--- src/rxps_pkg.sv ---
// Package for the receive protection switch and resync block.
// Assumes an APB master, 100 MHz CLK, byte address = 4 x register index.
package rxps_pkg;

  // ----------------------------------------------------------------
  // Sizes
  // ----------------------------------------------------------------
  localparam int NCH    = 8;
  localparam int NPAIR  = 4;
  localparam int ADDR_W = 22;

  // ----------------------------------------------------------------
  // Register indices (byte address = index * 4)
  // ----------------------------------------------------------------
  localparam logic [19:0] IDX_PROT_CTRL    = 20'h30009;
  localparam logic [19:0] IDX_CHAN_RESYNC  = 20'h30017;
  localparam logic [19:0] IDX_GROUP_RESYNC = 20'h30018;
  localparam logic [19:0] IDX_CHAN_ENABLE  = 20'h30100;
  localparam logic [19:0] IDX_MODE         = 20'h30101;
  localparam logic [19:0] IDX_SERIAL_SEL   = 20'h30102;
  localparam logic [19:0] IDX_STATUS       = 20'h30103;

  // ----------------------------------------------------------------
  // Reset values
  // ----------------------------------------------------------------
  localparam logic [3:0] RST_PROT_CTRL = 4'hF;
  localparam logic [7:0] RST_RESYNC    = 8'h00;
  localparam logic [7:0] RST_CHAN_EN   = 8'h00;
  localparam logic [3:0] RST_MODE      = 4'h0;
  localparam logic [7:0] RST_SER_SEL   = 8'h00;

  // ----------------------------------------------------------------
  // Mode register fields
  // ----------------------------------------------------------------
  localparam int MODE_PAR_SW = 0;
  localparam int MODE_SER_SW = 1;
  localparam int MODE_FIFO   = 2;
  localparam int MODE_MULTI  = 3;

  // ----------------------------------------------------------------
  // Group resync fields and channel masks (bit 7 = AA ... bit 0 = BD)
  // ----------------------------------------------------------------
  localparam int         GRP_LINKS  = 4;
  localparam int         GRP_QUAD_B = 4;
  localparam int         GRP_QUAD_A = 5;
  localparam int         GRP_ALL    = 6;
  localparam logic [7:0] MASK_LINK  = 8'h11;
  localparam logic [7:0] MASK_QB    = 8'h0F;
  localparam logic [7:0] MASK_QA    = 8'hF0;
  localparam logic [7:0] MASK_ALL   = 8'hFF;

  // ----------------------------------------------------------------
  // Carriers
  // ----------------------------------------------------------------
  typedef logic [NCH-1:0][7:0] rxps_bytes_t;

  typedef struct packed {
    logic              psel;
    logic              penable;
    logic              pwrite;
    logic [ADDR_W-1:0] paddr;
    logic [31:0]       pwdata;
  } rxps_apb_req_s;

  typedef struct packed {
    logic [31:0] prdata;
    logic        pready;
    logic        pslverr;
  } rxps_apb_rsp_s;

  typedef struct packed {
    rxps_bytes_t      data;
    logic [NCH-1:0]   oh;
  } rxps_lane_s;

endpackage : rxps_pkg

--- src/rxps_core.sv ---
// Receive protection switching, channel powerdown and alignment FIFO resync.
// Assumes framer data arrives on CLK and the fabric runs on the forwarded CLK.
//
// Behaviour
// - Core forwards its reference clock and captures transmit data on that clock.
// - With alignment FIFO in use, parallel outputs are timed from the core clock.
// - Incoming transmit data is captured on the falling clock edge only.
// - A disabled channel is powered down; software enables each channel separately.
// - Each channel offers parallel bus and serial overhead output enables.
// - Disabling a channel also powers down its serdes macro portion.
// - After reset all eight channels sit in powerdown until enabled.
// - Receive-only protection switching, selected by register or fabric pins.
// - Parallel switching sits after the alignment FIFO, only with FIFO enabled.
// - Parallel switching works with pointer processing bypassed.
// - Pairs AA/AB, AC/AD, BA/BB, BC/BD; selected member drives first channel outputs.
// - Four pin selects switch parallel data only, overhead stays unswitched.
// - Software select switches both parallel data and serial overhead.
// - Pair select 0 routes protect data, 1 routes main data.
// - Serial switching picks work or protect input buffer before recovery.
// - Eight serial selects: 0 work input, 1 protect input.
// - Status is reported only for the currently selected serial input; the code masks it by channel enable instead.
// - Channel resync register: bit 7 AA to bit 0 BD; 1 resyncs, 0 normal.
// - Without multi-channel alignment, resync puts read pointer at FIFO midpoint.
// - Group resync: bits 0-3 link pairs, 4 quad B, 5 quad A, 6 all.
//
// Decided for this implementation: the APB slave port.
`timescale 1ns/1ns
module rxps_core
  import rxps_pkg::*;
#(
  parameter int DEPTH = 8
)(
  // Clock and reset
  input  wire logic          CLK,
  input  wire logic          RST,
  // APB register port
  input  wire rxps_apb_req_s APB_REQ,
  output rxps_apb_rsp_s      APB_RSP,
  // Framer side receive lanes and stream status
  input  wire rxps_lane_s    RX_FRAMED,
  input  wire logic [7:0]    RX_FRAMER_STATUS,
  // Fabric select inputs
  input  wire logic [3:0]    PAIR_SELECT,
  input  wire logic [7:0]    SERIAL_INPUT_SELECT,
  // Fabric transmit data
  input  wire rxps_bytes_t   TX_DATA,
  // Fabric receive outputs
  output logic               CORE_REF_CLOCK_OUT,
  output rxps_lane_s         PARALLEL_OUT_FIRST,
  output logic [7:0]         PARALLEL_OUT_EN,
  output logic [7:0]         OH_OUT_EN,
  // Serdes macro controls
  output logic [7:0]         SERDES_MACRO_POWERDOWN,
  output logic [7:0]         SERIAL_SELECT_TO_CDR,
  output rxps_bytes_t        TX_DATA_TO_SERDES
);

  localparam int             PW   = $clog2(DEPTH);
  localparam logic [PW-1:0]  HALF = PW'(DEPTH / 2);

  // ----------------------------------------------------------------
  // State
  // ----------------------------------------------------------------
  typedef struct packed {
    logic [3:0]                       prot_ctrl;
    logic [7:0]                       chan_resync;
    logic [7:0]                       group_resync;
    logic [7:0]                       chan_en;
    logic [3:0]                       mode;
    logic [7:0]                       ser_sw;
    logic [3:0]                       pair_pin;
    logic [7:0]                       ser_pin;
    logic [NCH-1:0][DEPTH-1:0][7:0]   mem;
    logic [NCH-1:0][PW-1:0]           wr;
    logic [NCH-1:0][PW-1:0]           rd;
    rxps_lane_s                       out;
    logic [7:0]                       pout_en;
    logic [7:0]                       oh_en;
    logic [7:0]                       pd;
    logic [7:0]                       ser_cdr;
    rxps_bytes_t                      tx_out;
    logic [31:0]                      prdata;
    logic                             pready;
    logic                             pslverr;
  } rxps_state_s;

  rxps_state_s  s_q;
  rxps_state_s  s_d;
  rxps_bytes_t  tx_neg_q;
  rxps_bytes_t  fifo_out;
  logic [3:0]   par_sel;
  logic [7:0]   ser_sel;
  logic [7:0]   resync;
  logic [7:0]   group_mask;
  logic [19:0]  idx;
  logic         acc;
  logic         hit;

  // ----------------------------------------------------------------
  // Clock forward and falling-edge transmit capture
  // ----------------------------------------------------------------
  // Fabric launches on the forwarded clock, so no synchroniser here
  assign CORE_REF_CLOCK_OUT = CLK;

  // Capture edge is fixed to the falling edge
  always_ff @(negedge CLK or posedge RST)
  begin
    if (RST)
      tx_neg_q <= '0;
    else
      tx_neg_q <= TX_DATA;
  end

  // ----------------------------------------------------------------
  // Next-state logic
  // ----------------------------------------------------------------
  always_comb
  begin
    s_d = s_q;
    // Fabric selects registered once, same clock domain
    s_d.pair_pin = PAIR_SELECT;
    s_d.ser_pin  = SERIAL_INPUT_SELECT;
    par_sel = s_q.mode[MODE_PAR_SW] ? s_q.prot_ctrl : s_q.pair_pin;
    ser_sel = s_q.mode[MODE_SER_SW] ? s_q.ser_sw : s_q.ser_pin;

    // Group resync expands to channel masks
    group_mask = 8'h00;
    for (int k = 0; k < GRP_LINKS; k++)
    begin
      if (s_q.group_resync[k])
        group_mask = group_mask | 8'(MASK_LINK << k);
    end
    if (s_q.group_resync[GRP_QUAD_B])
      group_mask = group_mask | MASK_QB;
    if (s_q.group_resync[GRP_QUAD_A])
      group_mask = group_mask | MASK_QA;
    if (s_q.group_resync[GRP_ALL])
      group_mask = group_mask | MASK_ALL;
    resync = s_q.chan_resync | (s_q.mode[MODE_MULTI] ? group_mask : 8'h00);

    // Alignment FIFO per channel; read pointer held at midpoint during resync
    for (int c = 0; c < NCH; c++)
    begin
      fifo_out[c] = s_q.mode[MODE_FIFO] ? s_q.mem[c][s_q.rd[c]] : RX_FRAMED.data[c];
      if (s_q.chan_en[c])
      begin
        s_d.mem[c][s_q.wr[c]] = RX_FRAMED.data[c];
        s_d.wr[c] = PW'(s_q.wr[c] + 1'b1);
        if (resync[c])
          s_d.rd[c] = PW'(s_q.wr[c] - HALF);
        else
          s_d.rd[c] = PW'(s_q.rd[c] + 1'b1);
      end
      s_d.out.data[c] = s_q.chan_en[c] ? fifo_out[c] : 8'h00;
      s_d.out.oh[c]   = s_q.chan_en[c] & RX_FRAMED.oh[c];
    end

    // Parallel switching after the FIFO; first = 2p+1, protect = 2p
    for (int p = 0; p < NPAIR; p++)
    begin
      if (s_q.mode[MODE_FIFO] && !par_sel[p])
      begin
        s_d.out.data[2*p+1] = s_q.chan_en[2*p] ? fifo_out[2*p] : 8'h00;
        if (s_q.mode[MODE_PAR_SW])
          s_d.out.oh[2*p+1] = s_q.chan_en[2*p] & RX_FRAMED.oh[2*p];
      end
    end

    // Powerdown, enables, serial buffer choice, transmit data
    s_d.pout_en = s_q.chan_en;
    s_d.oh_en   = s_q.chan_en;
    s_d.pd      = ~s_q.chan_en;
    s_d.ser_cdr = ser_sel;
    s_d.tx_out  = tx_neg_q;

    // APB slave: one wait state, write lands on the edge with pready high
    idx = APB_REQ.paddr[ADDR_W-1:2];
    acc = APB_REQ.psel & APB_REQ.penable;
    hit = 1'b0;
    if (idx == IDX_PROT_CTRL)
      hit = 1'b1;
    else if (idx == IDX_CHAN_RESYNC)
      hit = 1'b1;
    else if (idx == IDX_GROUP_RESYNC)
      hit = 1'b1;
    else if (idx == IDX_CHAN_ENABLE)
      hit = 1'b1;
    else if (idx == IDX_MODE)
      hit = 1'b1;
    else if (idx == IDX_SERIAL_SEL)
      hit = 1'b1;
    else if (idx == IDX_STATUS)
      hit = 1'b1;
    s_d.pready  = acc & ~s_q.pready;
    s_d.pslverr = acc & ~s_q.pready & ~hit;
    s_d.prdata  = 32'h0000_0000;
    if (acc && !s_q.pready && !APB_REQ.pwrite)
    begin
      if (idx == IDX_PROT_CTRL)
        s_d.prdata = {28'h0, s_q.prot_ctrl};
      else if (idx == IDX_CHAN_RESYNC)
        s_d.prdata = {24'h0, s_q.chan_resync};
      else if (idx == IDX_GROUP_RESYNC)
        s_d.prdata = {24'h0, 1'b0, s_q.group_resync[6:0]};
      else if (idx == IDX_CHAN_ENABLE)
        s_d.prdata = {24'h0, s_q.chan_en};
      else if (idx == IDX_MODE)
        s_d.prdata = {28'h0, s_q.mode};
      else if (idx == IDX_SERIAL_SEL)
        s_d.prdata = {24'h0, s_q.ser_sw};
      else if (idx == IDX_STATUS)
        // Framer status is masked by the channel enables, not by the selected input
        s_d.prdata = {8'h00, RX_FRAMER_STATUS & s_q.chan_en, ser_sel, 4'h0, par_sel};
    end
    if (acc && s_q.pready && APB_REQ.pwrite && !s_q.pslverr)
    begin
      if (idx == IDX_PROT_CTRL)
        s_d.prot_ctrl = APB_REQ.pwdata[3:0];
      else if (idx == IDX_CHAN_RESYNC)
        s_d.chan_resync = APB_REQ.pwdata[7:0];
      else if (idx == IDX_GROUP_RESYNC)
        s_d.group_resync = {1'b0, APB_REQ.pwdata[6:0]};
      else if (idx == IDX_CHAN_ENABLE)
        s_d.chan_en = APB_REQ.pwdata[7:0];
      else if (idx == IDX_MODE)
        s_d.mode = APB_REQ.pwdata[3:0];
      else if (idx == IDX_SERIAL_SEL)
        s_d.ser_sw = APB_REQ.pwdata[7:0];
    end
  end

  // ----------------------------------------------------------------
  // State register
  // ----------------------------------------------------------------
  always_ff @(posedge CLK or posedge RST)
  begin
    if (RST)
    begin
      s_q              <= '0;
      s_q.prot_ctrl    <= RST_PROT_CTRL;
      s_q.chan_resync  <= RST_RESYNC;
      s_q.group_resync <= RST_RESYNC;
      s_q.chan_en      <= RST_CHAN_EN;
      s_q.mode         <= RST_MODE;
      s_q.ser_sw       <= RST_SER_SEL;
      s_q.pd           <= 8'hFF;
    end
    else
      s_q <= s_d;
  end

  // ----------------------------------------------------------------
  // Outputs
  // ----------------------------------------------------------------
  // Bus answer packed in field order: read data, ready, error
  assign APB_RSP                = {s_q.prdata, s_q.pready, s_q.pslverr};
  assign PARALLEL_OUT_FIRST     = s_q.out;
  assign PARALLEL_OUT_EN        = s_q.pout_en;
  assign OH_OUT_EN              = s_q.oh_en;
  assign SERDES_MACRO_POWERDOWN = s_q.pd;
  assign SERIAL_SELECT_TO_CDR   = s_q.ser_cdr;
  assign TX_DATA_TO_SERDES      = s_q.tx_out;

  // ----------------------------------------------------------------
  // Checks
  // ----------------------------------------------------------------
  chk_powerdown_follows_en: assert property (@(posedge CLK) disable iff (RST)
    SERDES_MACRO_POWERDOWN == ~$past(s_q.chan_en))
    else $error("powerdown does not follow channel enable");

  chk_idle_all_down: assert property (@(posedge CLK) disable iff (RST)
    (s_q.chan_en == 8'h00) [*2] |-> SERDES_MACRO_POWERDOWN == 8'hFF)
    else $error("disabled channels not powered down");

  chk_oe_match_power: assert property (@(posedge CLK) disable iff (RST)
    (PARALLEL_OUT_EN == OH_OUT_EN) && (PARALLEL_OUT_EN == ~SERDES_MACRO_POWERDOWN))
    else $error("output enables disagree with powerdown");

  chk_serial_sel_path: assert property (@(posedge CLK) disable iff (RST)
    $stable(SERIAL_INPUT_SELECT) && !s_q.mode[MODE_SER_SW] ##1 !s_q.mode[MODE_SER_SW] [*2]
      |-> SERIAL_SELECT_TO_CDR == $past(SERIAL_INPUT_SELECT, 2))
    else $error("serial select pin not applied in two cycles");

  chk_tx_capture: assert property (@(posedge CLK) disable iff (RST)
    ##1 TX_DATA_TO_SERDES == $past(tx_neg_q))
    else $error("transmit data not passed from falling-edge capture");

  // Register answers are single-cycle pulses; a stuck ready would confuse the master
  chk_ready_one_cycle: assert property (@(posedge CLK) disable iff (RST)
    APB_RSP.pready |=> !APB_RSP.pready)
    else $error("register answer held for more than one cycle");

  // An error answer never comes without the ready strobe
  chk_error_with_ready: assert property (@(posedge CLK) disable iff (RST)
    APB_RSP.pslverr |-> APB_RSP.pready)
    else $error("error answer without ready");

  // Software serial select reaches the recovery input one cycle later
  chk_serial_sw_path: assert property (@(posedge CLK) disable iff (RST)
    s_q.mode[MODE_SER_SW] |=> SERIAL_SELECT_TO_CDR == $past(s_q.ser_sw))
    else $error("software serial select not applied");

  // A write to the enable register lands on the edge that completes the access
  chk_enable_write: assert property (@(posedge CLK) disable iff (RST)
    acc && s_q.pready && APB_REQ.pwrite && idx == IDX_CHAN_ENABLE
      |=> s_q.chan_en == $past(APB_REQ.pwdata[7:0]))
    else $error("channel enable write did not land");

  // Unused top bit of the group register never holds a one
  chk_group_top_clear: assert property (@(posedge CLK) disable iff (RST)
    !s_q.group_resync[7])
    else $error("unused group resync bit set");

  for (genvar p = 0; p < NPAIR; p++)
  begin : g_chk
    chk_pair_protect_route: assert property (@(posedge CLK) disable iff (RST)
      s_q.mode[MODE_FIFO] && !par_sel[p] && s_q.chan_en[2*p]
        |=> PARALLEL_OUT_FIRST.data[2*p+1] == $past(fifo_out[2*p]))
      else $error("protect data not routed to first channel");

    chk_pair_main_route: assert property (@(posedge CLK) disable iff (RST)
      s_q.mode[MODE_FIFO] && par_sel[p] && s_q.chan_en[2*p+1]
        |=> PARALLEL_OUT_FIRST.data[2*p+1] == $past(fifo_out[2*p+1]))
      else $error("main data not on first channel");

    chk_pin_oh_unswitched: assert property (@(posedge CLK) disable iff (RST)
      !s_q.mode[MODE_PAR_SW] && s_q.chan_en[2*p+1]
        |=> PARALLEL_OUT_FIRST.oh[2*p+1] == $past(RX_FRAMED.oh[2*p+1]))
      else $error("overhead switched under pin control");

    chk_bypass_no_switch: assert property (@(posedge CLK) disable iff (RST)
      !s_q.mode[MODE_FIFO] && s_q.chan_en[2*p+1]
        |=> PARALLEL_OUT_FIRST.data[2*p+1] == $past(RX_FRAMED.data[2*p+1]))
      else $error("switch active without alignment FIFO");

    // Software control moves the overhead bit along with the data
    chk_sw_oh_switched: assert property (@(posedge CLK) disable iff (RST)
      s_q.mode[MODE_FIFO] && s_q.mode[MODE_PAR_SW] && !s_q.prot_ctrl[p] && s_q.chan_en[2*p]
        |=> PARALLEL_OUT_FIRST.oh[2*p+1] == $past(RX_FRAMED.oh[2*p]))
      else $error("overhead not switched under software control");

    // A disabled protect channel shows nothing on its own outputs
    chk_protect_off_quiet: assert property (@(posedge CLK) disable iff (RST)
      !s_q.chan_en[2*p]
        |=> PARALLEL_OUT_FIRST.data[2*p] == 8'h00 && !PARALLEL_OUT_FIRST.oh[2*p])
      else $error("disabled channel still drives data");
  end

  for (genvar c = 0; c < NCH; c++)
  begin : g_chk_rs
    chk_resync_midpoint: assert property (@(posedge CLK) disable iff (RST)
      s_q.chan_en[c] && s_q.chan_resync[c] && !s_q.mode[MODE_MULTI]
        |=> s_q.rd[c] == PW'($past(s_q.wr[c]) - HALF))
      else $error("resync did not centre read pointer");

    // All-channel group resync centres every enabled read pointer
    chk_group_midpoint: assert property (@(posedge CLK) disable iff (RST)
      s_q.chan_en[c] && s_q.mode[MODE_MULTI] && s_q.group_resync[GRP_ALL]
        |=> s_q.rd[c] == PW'($past(s_q.wr[c]) - HALF))
      else $error("group resync did not centre read pointer");

    // Quad resync: lower four channels are quad B, upper four quad A
    chk_quad_midpoint: assert property (@(posedge CLK) disable iff (RST)
      s_q.chan_en[c] && s_q.mode[MODE_MULTI] && s_q.group_resync[(c < NCH / 2) ? GRP_QUAD_B : GRP_QUAD_A]
        |=> s_q.rd[c] == PW'($past(s_q.wr[c]) - HALF))
      else $error("quad resync did not centre read pointer");

    // Two-link resync: bit k covers channel k and channel k plus four
    chk_link_midpoint: assert property (@(posedge CLK) disable iff (RST)
      s_q.chan_en[c] && s_q.mode[MODE_MULTI] && s_q.group_resync[c % GRP_LINKS]
        |=> s_q.rd[c] == PW'($past(s_q.wr[c]) - HALF))
      else $error("link resync did not centre read pointer");
  end

endmodule : rxps_core

--- config.mk ---
export PLATFORM = sky130hd
export DESIGN_NAME = rxps_core
export DESIGN_NICKNAME = d
export VERILOG_FILES = /design/src/rxps_pkg.sv /design/src/rxps_core.sv
export SDC_FILE = /design/constraint.sdc
export NUM_CORES = 2
export LEC_CHECK = 0
export BUFFER_PORTS_ARGS = -buffer_cell sky130_fd_sc_hd__buf_2
export CORE_AREA = 2 2 267 269
export DETAILED_ROUTE_END_ITERATION = 10
export DIE_AREA = 0 0 269 271
export PLACE_DENSITY = 0.83
export SYNTH_ARGS = -nofsm -noshare
export SYNTH_HDL_FRONTEND = slang
export SYNTH_SLANG_ARGS = --single-unit
export TNS_END_PERCENT = 50
--- constraint.sdc ---
create_clock -name CLK -period 28.8 [get_ports CLK]
set_input_delay 2.88 -clock CLK [delete_from_list [all_inputs] [get_ports CLK]]
set_output_delay 2.88 -clock CLK [all_outputs]
set_load 0.02 [all_outputs]
Word level (Yosys, flattened, before mapping)
Cells that the tools add are included.
{ "word_totals": {"register_bits": 869, "out_inout_bits": 203, "word_cells": 326} }
{ "classes": {"addsub": 24, "n_lt_le_gt_ge": 24, "n_eq_ne": 7, "mux": 101, "bitwise_logic": 21, "reduce_logical": 30} }
{ "op_table": {"columns": ["operator", "n"], "rows": [
  ["64-bit bitwise mux", 8],
  ["8-bit 2-to-1 mux", 41],
  ["8-bit binary-select mux with 3-bit select", 8],
  ["8-bit demux with 3-bit select", 8],
  ["24-bit 2-to-1 mux", 8],
  ["20-bit by 18-bit equality test with 1-bit output, second input constant", 7],
  ["3-bit by 4-bit < comparator with 1-bit output, second input constant", 16],
  ["3-bit by 1-bit adder with 3-bit output, second input constant", 16],
  ["3-bit by 1-bit greater-or-equal comparator with 1-bit output, second input constant", 8],
  ["3-bit 2-to-1 mux", 8],
  ["3-bit subtractor, second input constant", 8],
  ["1-bit logical AND", 17],
  ["1-bit 2-to-1 mux", 15],
  ["1-bit AND", 11],
  ["8-bit AND", 1],
  ["4-bit 2-to-1 mux", 2],
  ["8-bit NOT", 1],
  ["8-bit bitwise OR", 1],
  ["1-bit zero test", 7],
  ["7-bit 2-to-1 mux", 1],
  ["1-bit NOT", 7],
  ["7-bit AND reduction", 1],
  ["6-bit 2-to-1 mux", 1],
  ["6-bit AND reduction", 1],
  ["5 further kinds", 5]
]} }

Longest topological paths before layout
{ "depth": {"ltp_word": 10, "mapped_depth": 8, "mapped_depth_nobuf": 5} }

==> flow_summary_export.csv <==
group,metric,value,unit
outcome,status,"complete, no violations",
route,avgRoutedWirePerCell,23.6,µm
worst_setup_path,critPathKind,"input pin to asynchronous set/reset pin",
finish,areaGrowthSynthToFinish,12.4,%
worst_setup_path,worstSetupStartpointType,"input pin",
timing,final.setup_skew,0.0185,ns
synth,yosys_warnings,0,
finish,final_cell_area,41500,µm²
route,drt_wl_total,87800,µm
timing,timing.max_slew.rel_slack,19.5,%
finish,finalCoreUtilization,59.4,%
timing,tightestPinTransition,1.20,ns
place,dp.final_hpwl,57900,µm
synth,synth.most_common_cell,"sky130_fd_sc_hd__dfrtp_1",
global_routing,global_routing_usage_summed_across_all_routing_layers,24.2,%
global_routing,grt_max_degree,193,
floorplan,floorplan.initialDensity,52.9,%
synth,asyncSetResetFlopFracSynth,100,%
synth,yosys_register_bits,861,
synth,synth_area_leaders,"sky130_fd_sc_hd__dfrtp_1 (53%), sky130_fd_sc_hd__mux2_2 (18%), sky130_fd_sc_hd__mux4_2 (8.1%)",
timing,setup-violations-final,0,
worst_setup_path,timing.critical_path.slowest_cell_delay,0.90,ns
clock_network,post-cts-setup-buffer-count,0,
finish,layout-drive-gt1-share,47.1,%
worst_setup_path,worst_path_max_delay_cell,"sky130_fd_sc_hd__buf_4",
synth,combinational_family_with_the_most_area_after_synthesis,"multiplexers",
synth,synth.mux.area_fraction,27.7,%
power,total_power,2.52,mW
worst_setup_path,worst-path-buf-inv,3,
place,io_buffer_count,383,
worst_setup_path,critPathCaptureType,"asynchronous set/reset pin",
route,detail-route-antenna-nets,0,
floorplan,die_area,72900,µm²
synth,synth_enable_flop_cells,0,
floorplan,floorplan.core_area,69800,µm²
clock_network,cts-hold-fix-buffers,0,
floorplan,fp.dieW,269,µm
clock_network,ctsResizeCount,0,
synth,postSynth.topFlopCell,"sky130_fd_sc_hd__dfrtp_1",
place,gp_congestion,0.836,
route,drc,0,
global_routing,antenna_violations_before_repair,23,
floorplan,floorplan.die.height,271,µm
floorplan,core.rowCount,97,
power,cellPowerDensity,60.7,nW/µm²
timing,timing.final.max_slew_violations,0,
run,max_cap_violations,0,
synth,yosys-top-cells-count,"sky130_fd_sc_hd__dfrtp_1 (785), sky130_fd_sc_hd__mux2_2 (575), sky130_fd_sc_hd__buf_4 (203)",
synth,synth_xor_area_share,0.380,%
place,pre_cts_slack,9.74,ns
synth,synth_compound_area_share,2.86,%
synth,synth_area_leader_cell,"sky130_fd_sc_hd__dfrtp_1",
clock_network,clk_latency,0.75,ns
synth,netlist-cell-type-count,54,
finish,number_of_nets_in_the_layout,2932,
synth,synthAdderAreaFrac,0.542,%
global_routing,grt.overflow.total,0,
timing,post-route-worst-setup-slack,10.57,ns
power,vdd_ir_drop_max,46.9,µV
route,vias,21700,
power,total_leakage_power,19.3,nW
worst_setup_path,critical_path.top_delay_family,"buffers and inverters",
synth,ys_seq_area_share,58.4,%
worst_setup_path,worst-endpoint-required,15.21,ns
place,placedInstanceArea,38500,µm²
clock_network,clock_pin_slew_on_the_worst_setup_and_hold_paths,0.06,ns
hold_path,worstHoldPathType,"flip-flop to flip-flop",
synth,yosys.area_share.simple,4.63,%
global_routing,first_pass_grt_wire_length,135000,µm
synth,syn_area,36900,µm²
timing,grt_setup_unrepaired,"no",
route,avgViaCountPerCell,5.83,
synth,synthesis.instances,2490,
timing,final-hold-violation-count,0,
clock_network,tritoncts_clock_tree,"done",
worst_setup_path,crit_path_cell_trace,"buf_2, clkinvlp_4, buf_4",
worst_setup_path,path_max_fanout,78,
route,drtIter0Drc,1718,
floorplan,num_io_pins,418,
global_routing,grt_pass1_vias,23400,
synth,yosys.area.top_type_share,53.2,%
synth,post_synth.cell_area_avg,14.8,µm²
route,first_pass_iters,5,
timing,tns_setup,0,ns
worst_setup_path,worst_ep_arrival_time,4.64,ns
metrics by stage:
step	std cells	hold WS, ns
after floorplan	2497	0.352
after global placement	3549	0.480
after detailed placement	3549	0.486
after CTS	3714	0.500
after global routing	3718	0.513
final	3720	0.501
final timing paths:
kind / end / slack [ns] / cells past startpoint / from
worst max-delay path: s_d[84] / 10.57 / 3 / RST
max in group CLK: CORE_REF_CLOCK_OUT / 11.12 / 3 / CLK
worst max register to register: TX_DATA_TO_SERDES[20] / 13.88 / 0 / s_d[54]
min in group asynchronous: TX_DATA_TO_SERDES[43] / 2.37 / 2 / RST
worst min register to register: s_q[663] / 0.50 / 1 / s_q[663]
worst min-delay path: s_q[663] / 0.50 / 1 / s_q[663]
report_power, final:
| part | internal (mW) | switching [mW] | total [mW] | leakage [nW] |
|---|---|---|---|---|
| logic | 0.0311 | 0.0586 | 0.0897 | 6.82 |
| registers | 1.24 | 0.0137 | 1.25 | 11.0 |
| clock network | 0.684 | 0.490 | 1.17 | 1.47 |
logic make-up (layout without fill, tap and decap cells):
kind of cell    after synthesis  in the layout
compound gates              168            168
flops                       861            861
fa+ha+maj                    16             16
buf+inv                     333            610
mux                         780            780
xor+xnor                     16             16
simple gates                315            315
other cells                   1             14
layout make-up:
type                       count  area (µm²)
fill                        5144       28300
sequential                   861       21600
multi-input combinational   1303       13400
clock buffer                 135        2610
timing repair buffer         423        2270
tap                          940        1180
clock inverter                31         379
inverter                      21        82.6
antenna                        6        15.0
flip-flops by register name, indices dropped and copies added, names as in the netlist:
register,flops
SERDES_MACRO_POWERDOWN,8
TX_DATA_TO_SERDES,64
APB_RSP,26
SERIAL_SELECT_TO_CDR,8
s_d,72
PARALLEL_OUT_FIRST,72
s_q,603
OH_OUT_EN,8
placed cells by master, fill, tap and decap left out, types with 8 or more instances in the layout:
cell type	count
sky130_fd_sc_hd__a211oi_1	12
sky130_fd_sc_hd__a21oi_1	63
sky130_fd_sc_hd__a221o_1	24
sky130_fd_sc_hd__and2_1	14
sky130_fd_sc_hd__and3_1	12
sky130_fd_sc_hd__buf_2	383
sky130_fd_sc_hd__buf_4	37
sky130_fd_sc_hd__clkbuf_1	28
sky130_fd_sc_hd__clkbuf_16	92
sky130_fd_sc_hd__clkbuf_8	14
sky130_fd_sc_hd__clkinv_2	12
sky130_fd_sc_hd__conb_1	8
sky130_fd_sc_hd__dfrtn_1	64
sky130_fd_sc_hd__dfrtp_1	784
sky130_fd_sc_hd__dfstp_2	12
sky130_fd_sc_hd__ha_1	16
sky130_fd_sc_hd__inv_1	19
sky130_fd_sc_hd__mux2_2	575
sky130_fd_sc_hd__mux2_4	8
sky130_fd_sc_hd__mux2i_1	65
sky130_fd_sc_hd__mux4_2	132
sky130_fd_sc_hd__nand2_1	80
sky130_fd_sc_hd__nand2b_1	14
sky130_fd_sc_hd__nand3_1	16
sky130_fd_sc_hd__nand4_1	16
sky130_fd_sc_hd__nand4b_1	14
sky130_fd_sc_hd__nor2_1	72
sky130_fd_sc_hd__nor3_1	23
sky130_fd_sc_hd__nor3b_1	10
sky130_fd_sc_hd__o21ai_0	50
sky130_fd_sc_hd__or3_1	16
sky130_fd_sc_hd__xnor2_1	8
sky130_fd_sc_hd__xor2_1	8
per-layer routing:
layer | track usage [%] | routed length, µm | vias up
li1 | - | - | 9263
met2 | 39.9 | 43400 | 785
met4 | 9.17 | 2780 | 28
met3 | 6.82 | 7170 | 203
met5 | 0 | 183 | -
met1 | 30.5 | 34200 | 11400
(Power assumes the default switching activity.)
